`src/logic/clk_sel_pkg.sv`:
```
// constants, field layout and bus carrier for the clock source select block
// assumes one 20 MHz reference clock and a plain strobe register port
//
// Notes on behaviour
// - two-bit fast source code, resets to internal rc
// - fast source code changes only on slow clock
// - system clock select bit, 0 slow, 1 fast
// - select bit changes if halt clear or code 3
// - slow source bit, 0 slow rc, 1 crystal
// - slow source bit changes only on fast clock
// - fast oscillator halt bit, changes on slow clock or code 3
package clk_sel_pkg;

   ////////////////////////////////////////////////////////////////////////
   // clock and bus widths
   localparam int unsigned REF_CLK_HZ = 20000000; // reference clock rate
   localparam int unsigned ADDR_W = 8;            // register address width
   localparam int unsigned DATA_W = 8;            // register data width

   ////////////////////////////////////////////////////////////////////////
   // register map
   localparam logic [7:0] CLOCK_SOURCE_CONTROL_ADDR = 8'hd8;

   ////////////////////////////////////////////////////////////////////////
   // field positions inside clock_source_control
   localparam int unsigned FAST_CODE_HI = 7;  // fast_source_code msb
   localparam int unsigned FAST_CODE_LO = 6;  // fast_source_code lsb
   localparam int unsigned SYS_FAST_BIT = 5;  // system_clock_fast_sel
   localparam int unsigned SLOW_SEL_BIT = 4;  // slow_source_sel
   localparam int unsigned HALT_BIT = 3;      // fast_osc_halt
   localparam int unsigned PRESCALE_HI = 2;   // prescaler code msb
   localparam int unsigned PRESCALE_LO = 0;   // prescaler code lsb

   ////////////////////////////////////////////////////////////////////////
   // fast source codes
   typedef enum logic [1:0] {
      FAST_INTERNAL_RC = 2'h0, // internal_fast_rc_osc
      FAST_CRYSTAL = 2'h1,     // fast_crystal_osc on its two pins
      FAST_UNDEFINED = 2'h2,   // no source defined, refused on write
      FAST_EXTERNAL_RC = 2'h3  // external_rc_osc
   } fast_code_t;

   ////////////////////////////////////////////////////////////////////////
   // reset values
   localparam logic [1:0] FAST_CODE_RST = 2'h0;
   localparam logic SYS_FAST_RST = 1'b0;
   localparam logic SLOW_SEL_RST = 1'b0;
   localparam logic HALT_RST = 1'b0;
   localparam logic [2:0] PRESCALE_RST = 3'h5;
   localparam logic [7:0] READ_IDLE = 8'h00; // unmapped or idle read data

   ////////////////////////////////////////////////////////////////////////
   // register port request, driven by the bus master
   typedef struct packed {
      logic [7:0] addr;  // byte address
      logic [7:0] wdata; // write data
      logic wr;          // one-cycle write strobe
      logic rd;          // one-cycle read strobe
   } reg_req_t;

   // oscillator enables handed to the analogue cells
   typedef struct packed {
      logic internal_fast_rc_osc; // fast internal rc running
      logic fast_crystal_osc;     // fast crystal running
      logic external_rc_osc;      // external rc running
      logic slow_rc_osc;          // slow internal rc running
      logic slow_crystal_osc;     // slow crystal running
   } osc_en_t;

endpackage

```
`src/logic/system_clock_source_select.sv`:
```
// clock source control register and oscillator steering
// assumes register strobes synchronous to i_ref_clk, one strobe at a time
`timescale 1ns/100ps
module system_clock_source_select (
   // clock and reset
   input wire logic i_ref_clk,
   input wire logic i_sys_rst,
   // register port
   input wire clk_sel_pkg::reg_req_t i_req,
   output logic [7:0] o_rdata,
   // clock selection outputs
   output logic [1:0] o_fast_source_code,
   output logic o_system_clock_fast_sel,
   output logic o_slow_source_sel,
   output logic o_fast_osc_halt,
   output logic [2:0] o_prescale_code,
   output logic o_fast_xtal_pins,
   output logic o_slow_xtal_pins,
   // oscillator enables
   output clk_sel_pkg::osc_en_t o_osc_en,
   // refused write indication
   output logic o_write_refused
);

   ////////////////////////////////////////////////////////////////////////
   // state of the block
   typedef struct packed {
      logic [1:0] fast_source_code;   // selected fast oscillator
      logic system_clock_fast_sel;    // system runs on fast clock
      logic slow_source_sel;          // selected slow oscillator
      logic fast_osc_halt;            // fast oscillators stopped
      logic [2:0] prescale;           // system clock prescaler code
      logic [7:0] rdata;              // read data for the next cycle
      logic refused;                  // a field change was refused
   } state_t;

   state_t state;      // registered state
   state_t next_state; // next value of the state

   // decoded register hit, write and read
   logic hit;
   logic wr_hit;
   logic rd_hit;

   // write data split into fields
   logic [1:0] new_code;
   logic new_sys_fast;
   logic new_slow_sel;
   logic new_halt;
   logic [2:0] new_prescale;

   // change conditions, taken from the value before the write, code_legal from the write data
   logic code_may_change;
   logic sys_may_change;
   logic slow_may_change;
   logic halt_may_change;
   logic code_legal;

   // field wants to change and would be refused
   logic code_blocked;
   logic sys_blocked;
   logic slow_blocked;
   logic halt_blocked;

   // current register image for read back
   logic [7:0] reg_image;

   ////////////////////////////////////////////////////////////////////////
   // address decode and field split
   // a miss on the address leaves every field untouched
   always_comb begin
      hit = 1'b0;
      if (i_req.addr == clk_sel_pkg::CLOCK_SOURCE_CONTROL_ADDR) begin
         hit = 1'b1;
      end else begin
         hit = 1'b0;
      end
      wr_hit = hit & i_req.wr;
      rd_hit = hit & i_req.rd;
      new_code = i_req.wdata[clk_sel_pkg::FAST_CODE_HI:
                             clk_sel_pkg::FAST_CODE_LO];
      new_sys_fast = i_req.wdata[clk_sel_pkg::SYS_FAST_BIT];
      new_slow_sel = i_req.wdata[clk_sel_pkg::SLOW_SEL_BIT];
      new_halt = i_req.wdata[clk_sel_pkg::HALT_BIT];
      new_prescale = i_req.wdata[clk_sel_pkg::PRESCALE_HI:
                                 clk_sel_pkg::PRESCALE_LO];
   end

   ////////////////////////////////////////////////////////////////////////
   // change conditions; all but code_legal judged on the old register contents so that
   // one write cannot unlock a field and change it in the same cycle
   always_comb begin
      // fast source may only move while the system sits on slow clock
      code_may_change = ~state.system_clock_fast_sel;
      // switching the system clock needs a running fast source, or the
      // external rc that the halt bit does not stop
      sys_may_change = ~state.fast_osc_halt |
         (state.fast_source_code ==
          clk_sel_pkg::FAST_EXTERNAL_RC);
      // slow source may only move while the system sits on fast clock
      slow_may_change = state.system_clock_fast_sel;
      // halting the fast oscillators is only safe off the fast clock or on the external rc
      halt_may_change = ~state.system_clock_fast_sel |
         (state.fast_source_code ==
          clk_sel_pkg::FAST_EXTERNAL_RC);
      // code 10 names no oscillator and is never taken; refusing it keeps
      // at most one fast oscillator enable active at any time
      code_legal = (new_code != clk_sel_pkg::FAST_UNDEFINED);
   end

   ////////////////////////////////////////////////////////////////////////
   // a field is blocked when a write asks to change it and may not
   always_comb begin
      code_blocked = wr_hit & (new_code != state.fast_source_code) &
         ~(code_may_change & code_legal);
      sys_blocked = wr_hit &
         (new_sys_fast != state.system_clock_fast_sel) & ~sys_may_change;
      slow_blocked = wr_hit &
         (new_slow_sel != state.slow_source_sel) & ~slow_may_change;
      halt_blocked = wr_hit &
         (new_halt != state.fast_osc_halt) & ~halt_may_change;
   end

   ////////////////////////////////////////////////////////////////////////
   // register image as software sees it
   always_comb begin
      reg_image = clk_sel_pkg::READ_IDLE;
      reg_image[clk_sel_pkg::FAST_CODE_HI:clk_sel_pkg::FAST_CODE_LO] =
         state.fast_source_code;
      reg_image[clk_sel_pkg::SYS_FAST_BIT] = state.system_clock_fast_sel;
      reg_image[clk_sel_pkg::SLOW_SEL_BIT] = state.slow_source_sel;
      reg_image[clk_sel_pkg::HALT_BIT] = state.fast_osc_halt;
      reg_image[clk_sel_pkg::PRESCALE_HI:clk_sel_pkg::PRESCALE_LO] =
         state.prescale;
   end

   ////////////////////////////////////////////////////////////////////////
   // next state: each field updates on its own, a refused field simply
   // keeps its value while the rest of the write goes through; the
   // refusal pulse is cleared every cycle, so software never clears it
   always_comb begin
      next_state = state;
      next_state.refused = 1'b0;
      next_state.rdata = clk_sel_pkg::READ_IDLE;
      if (wr_hit) begin
         // fast source select
         if (!code_blocked) begin
            next_state.fast_source_code = new_code;
         end
         // system clock select
         if (!sys_blocked) begin
            next_state.system_clock_fast_sel = new_sys_fast;
         end
         // slow source select
         if (!slow_blocked) begin
            next_state.slow_source_sel = new_slow_sel;
         end
         // fast oscillator halt
         if (!halt_blocked) begin
            next_state.fast_osc_halt = new_halt;
         end
         // prescaler has no guard
         next_state.prescale = new_prescale;
         // flag any refused field for one cycle
         next_state.refused = code_blocked | sys_blocked |
            slow_blocked | halt_blocked;
      end
      // read data appear in the cycle after the strobe only
      if (rd_hit) begin
         next_state.rdata = reg_image;
      end else begin
         next_state.rdata = clk_sel_pkg::READ_IDLE;
      end
   end

   ////////////////////////////////////////////////////////////////////////
   // state register; the asynchronous branch loads constants only, so a
   // reset can never capture a half-decoded bus request
   always_ff @(posedge i_ref_clk or posedge i_sys_rst) begin
      if (i_sys_rst) begin
         state.fast_source_code <= clk_sel_pkg::FAST_CODE_RST;
         state.system_clock_fast_sel <= clk_sel_pkg::SYS_FAST_RST;
         state.slow_source_sel <= clk_sel_pkg::SLOW_SEL_RST;
         state.fast_osc_halt <= clk_sel_pkg::HALT_RST;
         state.prescale <= clk_sel_pkg::PRESCALE_RST;
         state.rdata <= clk_sel_pkg::READ_IDLE;
         state.refused <= 1'b0;
      end else begin
         state <= next_state;
      end
   end

   ////////////////////////////////////////////////////////////////////////
   // outputs, all straight from flip-flops or simple decodes of them
   always_comb begin
      o_rdata = state.rdata;
      o_fast_source_code = state.fast_source_code;
      o_system_clock_fast_sel = state.system_clock_fast_sel;
      o_slow_source_sel = state.slow_source_sel;
      o_fast_osc_halt = state.fast_osc_halt;
      // limitation: the prescaler code is only stored and shown here, the
      // divider that uses it sits outside this block
      o_prescale_code = state.prescale;
      o_write_refused = state.refused;
      // crystal pins are given over to the oscillator while selected
      o_fast_xtal_pins = (state.fast_source_code ==
                          clk_sel_pkg::FAST_CRYSTAL);
      o_slow_xtal_pins = state.slow_source_sel;
      // only the selected fast oscillator runs; halt stops the internal
      // rc and the crystal but leaves the external rc alone
      o_osc_en.internal_fast_rc_osc = ~state.fast_osc_halt &
         (state.fast_source_code == clk_sel_pkg::FAST_INTERNAL_RC);
      o_osc_en.fast_crystal_osc = ~state.fast_osc_halt &
         (state.fast_source_code == clk_sel_pkg::FAST_CRYSTAL);
      // the external rc circuit is the software's to prepare first
      o_osc_en.external_rc_osc = (state.fast_source_code ==
                                  clk_sel_pkg::FAST_EXTERNAL_RC);
      // slow oscillators follow the slow source bit
      o_osc_en.slow_rc_osc = ~state.slow_source_sel;
      o_osc_en.slow_crystal_osc = state.slow_source_sel;
   end

endmodule

```
`config.mk`:
```
export PLATFORM = sky130hd
export DESIGN_NAME = system_clock_source_select
export DESIGN_NICKNAME = d
export VERILOG_FILES = /design/src/logic/clk_sel_pkg.sv /design/src/logic/system_clock_source_select.sv
export SDC_FILE = /design/constraint.sdc
export NUM_CORES = 1
export LEC_CHECK = 0
export BUFFER_PORTS_ARGS = -buffer_cell sky130_fd_sc_hd__clkbuf_2
export CAP_MARGIN = 10
export CORE_AREA = 4 4 48 54
export CTS_BUF_LIST = sky130_fd_sc_hd__clkbuf_16
export CTS_CLUSTER_SIZE = 14
export DETAILED_ROUTE_END_ITERATION = 12
export DIE_AREA = 0 0 52 58
export HOLD_SLACK_MARGIN = 0.02
export PLACE_DENSITY = 0.76
export RECOVER_POWER = 25
export SLEW_MARGIN = 20
export SYNTH_ARGS = -nofsm -noshare
export SYNTH_HDL_FRONTEND = slang
export SYNTH_SLANG_ARGS = --single-unit
```
`constraint.sdc`:
```
create_clock -name i_ref_clk -period 2 [get_ports i_ref_clk]
set_input_delay 0.4 -clock i_ref_clk [delete_from_list [all_inputs] [get_ports i_ref_clk]]
set_output_delay 0.4 -clock i_ref_clk [all_outputs]
set_load 0.01 [all_outputs]
```
# After elaboration in Yosys (flattened, before gate mapping)
# Index checks and enable logic that the tools add are counted.
# Widths: inputs -> output; s select.
[word_totals]
reg_bits = 17
inputBits = 20
out_inout_bits = 24
elab_cells = 51
[classes]
n_eq_ne = 8
mux = 3
n_bitwise = 28
reduce_logical = 5
[op_table]
columns = ["op", "n"]
rows = [
  ["$and 1x1->1", 13],
  ["$not 1->1", 10],
  ["$eq 8x8->1 const B", 1],
  ["$mux 8", 1],
  ["$reduce_and 2->1", 4],
  ["$or 1x1->1", 5],
  ["$ne 1x1->1", 3],
  ["$eq 2x1->1 const B", 1],
  ["$eq 2x2->1 const B", 1],
  ["$logic_not 2->1", 1],
  ["$mux 1", 2],
  ["$ne 2x2->1", 1],
  ["$ne 2x2->1 const B", 1],
]

# Longest topological paths before layout
[logic_depth]
word_depth = 9
ltp_mapped = 5
depth_no_buf = 4

# Worst setup path before layout
# Ideal clock, no wire load.
[synth_path]
kind = "input-to-reg"
from = "input port i_req[11] in the netlist's numbering"
to = "register state (netlist bit o_fast_source_code[0])"
t_arrival_ns = 1.730
t_required_ns = 1.882
path_slack_ns = 0.152
cell_stages = 5
cell_sequence = "or2_1 > or4_4 > buf_6 > or3_4 > a21o_1"
[synth_via]
elab_chain_len = 7
[synth_lines]
columns = ["item", "line", "text"]
rows = [
  ["start: declaration", "system_clock_source_select.sv:9", "input wire clk_sel_pkg::reg_req_t i_req,"],
  ["$eq 8x8->1 (*)", "system_clock_source_select.sv:73", "if (i_req.addr == clk_sel_pkg::CLOCK_SOURCE_CONTROL_ADDR) begin"],
  ["$mux 1 (*)", "system_clock_source_select.sv:73", ""],
  ["$and 1x1->1 (*)", "system_clock_source_select.sv:78", "wr_hit = hit & i_req.wr;"],
  ["$and 1x1->1 (2 in a row)", "system_clock_source_select.sv:114", "code_blocked = wr_hit & (new_code != state.fast_source_code) &"],
  ["$not 1->1 (no source line)", "n/a", ""],
  ["$reduce_and 2->1 (no source line) (*)", "n/a", ""],
  ["end signal: assignment", "system_clock_source_select.sv:189", "state <= next_state;"],
  ["end: declaration", "system_clock_source_select.sv:37", "state_t state;"],
]
# Every way passes the cells marked *; elsewhere a longest branch is shown, timed or not.
# A chain may end at the register's enable or synchronous reset.

# Worst setup path after layout
# Ends and elaborated chain as after synthesis.

==> flow_summary.toml <==
[floorplan]
die_w_microns = 52
die-area_sq_mm = 0.003016
ios = 44
rows = 17
coreArea_sq_mm = 0.002021
dieHeight_microns = 58
start_util_pct = 39.63

[sta]
hold_viol = 0
setup_viol = 0
fin_ws_ns = 0.3585
skew_ns = 0.003141
worst_slew_pin_slew_ns = 0.6144
slew_violations = 0
min_period_ns = 1.641
relSlewSlack_pct = 58.99
max_clock_freq_mhz = 609.2
finalCritPeriodShare_pct = 82.07
rsz0062_at_grt = "no"
tns_ns = 0

[routing]
avgViaCountPerCell = 4.951
vias = 713
drcViolationCount = 0
wl_mm = 1.774
dr.pass1.iters = 4
ant_nets = 0
drtIter0Drc = 5
wl_per_cell_microns = 12.32

[synth]
synth_top_cells_by_count = "dfrtp_1, and3_1, inv_1, mux2_2, nand2_1"
synth_area_leader_cell = "dfrtp_1"
synthArstFlopShare_pct = 100.0
synth_area_per_cell_sq_um = 10.82
synth_top_cells_by_area = "dfrtp_1, mux2_2, dfstp_2, and3_1, inv_1"
synth_seq_cells = 17
syn_nets = 94
synth.most_common_cell = "dfrtp_1"
synth-edff-count = 0
synth_cell_types = 30
yosys_most_used_dff = "dfrtp_1"
synth-warning-count = 0
synthesis.area_sq_um = 800.8
synth_top_area_share_pct = 46.88
synthCells = 74
ys_seq_area_share_pct = 53.44

[critical_path]
critPathMaxFanout = 8
endpoint_kind = "flop"
arrival_ns = 1.78
crit_type = "primary input to flop"
worstSetupStartpointType = "primary input"
cp.required_ns = 2.13

[cells_and_area]
drive_gt1_share_pct = 49.14
fin_area_sq_mm = 0.001099
syn_to_final_growth_pct = 37.19
num_antenna_cells = 0
fin_nets = 137
num-fill-cells = 172
area.sequential_sq_um = 427.9
multiInputGateArea_sq_um = 311.5

[place]
dp_hpwl_mm = 1.402
dp_slack_ns = 0.1002
portBuffers = 43
gp_congestion = 0.7391
placed_area_sq_mm = 0.001020

[clocking]
cts_setup_buffers = 0
htreeDepth = 1
clk-insertion-delay-late_ns = 0.25
cts.clk_slew.worst_paths_ns = 0.05
cts.sinks = 17
cts-root-buf = "clkbuf_16"
cts_buffers = 3
ctsHoldBuffers = 0
clock_path_buffers = 2
post_cts_resize_count = 0
cts_tree = "built"

[job]
maxCapViolCount = 0

[grt]
overflow = 0
antenna_found_initial = 0
grt.total_usage_pct = 13.57
grt_first_pass_wirelength_mm = 2.980
grt_max_degree = 18
grt_pass1_vias = 687

[power_and_ir_drop]
power_mw = 0.8228
powerDensity_mw_per_mm2 = 749.0
ir_drop_v = 0.0004538
leakage_nw = 0.6487

[outcome]
status = "finished clean"

[min_path]
hp-class = "primary input to asynchronous set/reset pin"
-- per-stage QoR --
step / hold WS (ns) / instances / utilization, %
5_1_grt: 0.2627 / 144 / 54.37
3_3_place_gp: 0.4684 / 140 / 50.46
6_report: 0.2024 / 144 / 54.37
2_1_floorplan: 0.3246 / 74 / -
4_1_cts: 0.2144 / 144 / 54.37
3_5_place_dp: 0.4753 / 140 / 50.46
-- power breakdown --
group	internal (mW)	switching [mW]
Combinational	0.0348	0.0364
Clock	0.265	0.121
Sequential	0.353	0.0122
Total	0.653	0.170
-- worst paths after layout --
kind,slack [ns],to,depth (start not counted),from
min,0.20,o_rdata[0]$_DFF_PP0_,2,i_sys_rst
min in group i_ref_clk,0.40,o_prescale_code[2]$_DFFE_PP1P_,2,i_req[4]
min reg2reg,0.53,o_prescale_code[1]$_DFFE_PP0P_,1,o_prescale_code[1]$_DFFE_PP0P_
max,0.36,o_fast_source_code[0]$_DFFE_PP0P_,5,i_req[11]
max in group asynchronous,1.40,o_fast_source_code[0]$_DFFE_PP0P_,2,i_sys_rst
max reg2reg,0.43,o_write_refused$_DFF_PP0_,4,o_slow_source_sel$_DFFE_PP0P_
-- layout make-up --
| cell class | count | share of cell area (%) |
|---|---|---|
| Clock inverter | 1 | 0.3417 |
| Multi-Input combinational cell | 45 | 28.36 |
| Inverter | 6 | 2.050 |
| Clock buffer | 3 | 6.834 |
| Sequential cell | 17 | 38.95 |
| Timing Repair Buffer | 44 | 20.27 |
| Tap cell | 28 | 3.189 |
-- per-layer routing --
layer | vias up | GRT usage [%] | share of wire [%]
met3 | 4 | 3.342 | 7.8
met2 | 37 | 22.98 | 51
li1 | 338 | - | -
met4 | 0 | 8.989 | 2.2
met5 | - | 0 | 0
met1 | 334 | 14.70 | 39
-- flip-flops by register name (all words and copies together), names as in the netlist --
| name | flops |
|---|---|
| o_fast_source_code | 2 |
| o_fast_osc_halt | 1 |
| o_slow_source_sel | 1 |
| o_write_refused | 1 |
| o_rdata | 8 |
| o_prescale_code | 3 |
| o_system_clock_fast_sel | 1 |
-- placed cells by master, fill, tap and decap left out, drive strengths merged, types with 3 or more instances in the layout --
| cell | instances |
|---|---|
| and3 | 8 |
| dfrtp | 15 |
| o21ai | 3 |
| mux2 | 6 |
| clkbuf | 46 |
| nand2 | 4 |
| inv | 7 |
| nor3 | 3 |
-- worst max-delay path, stage by stage --
cell,delay (ns)
clkbuf_2,0.07
or2_1,0.23
or4_4,0.54
or3_4,0.35
a21o_1,0.18
-- logic make-up after synthesis --
group                     after synthesis  synth area share, %
muxes                                   6                8.437
AOI/OAI and AO/OA                      10                7.502
and+or+nand+nor                        27                20.78
buffers and inverters                  12                7.655
DFF                                    17                53.44
xor gates and xnor gates                2                2.188
Power figures use the tool's default switching activity.
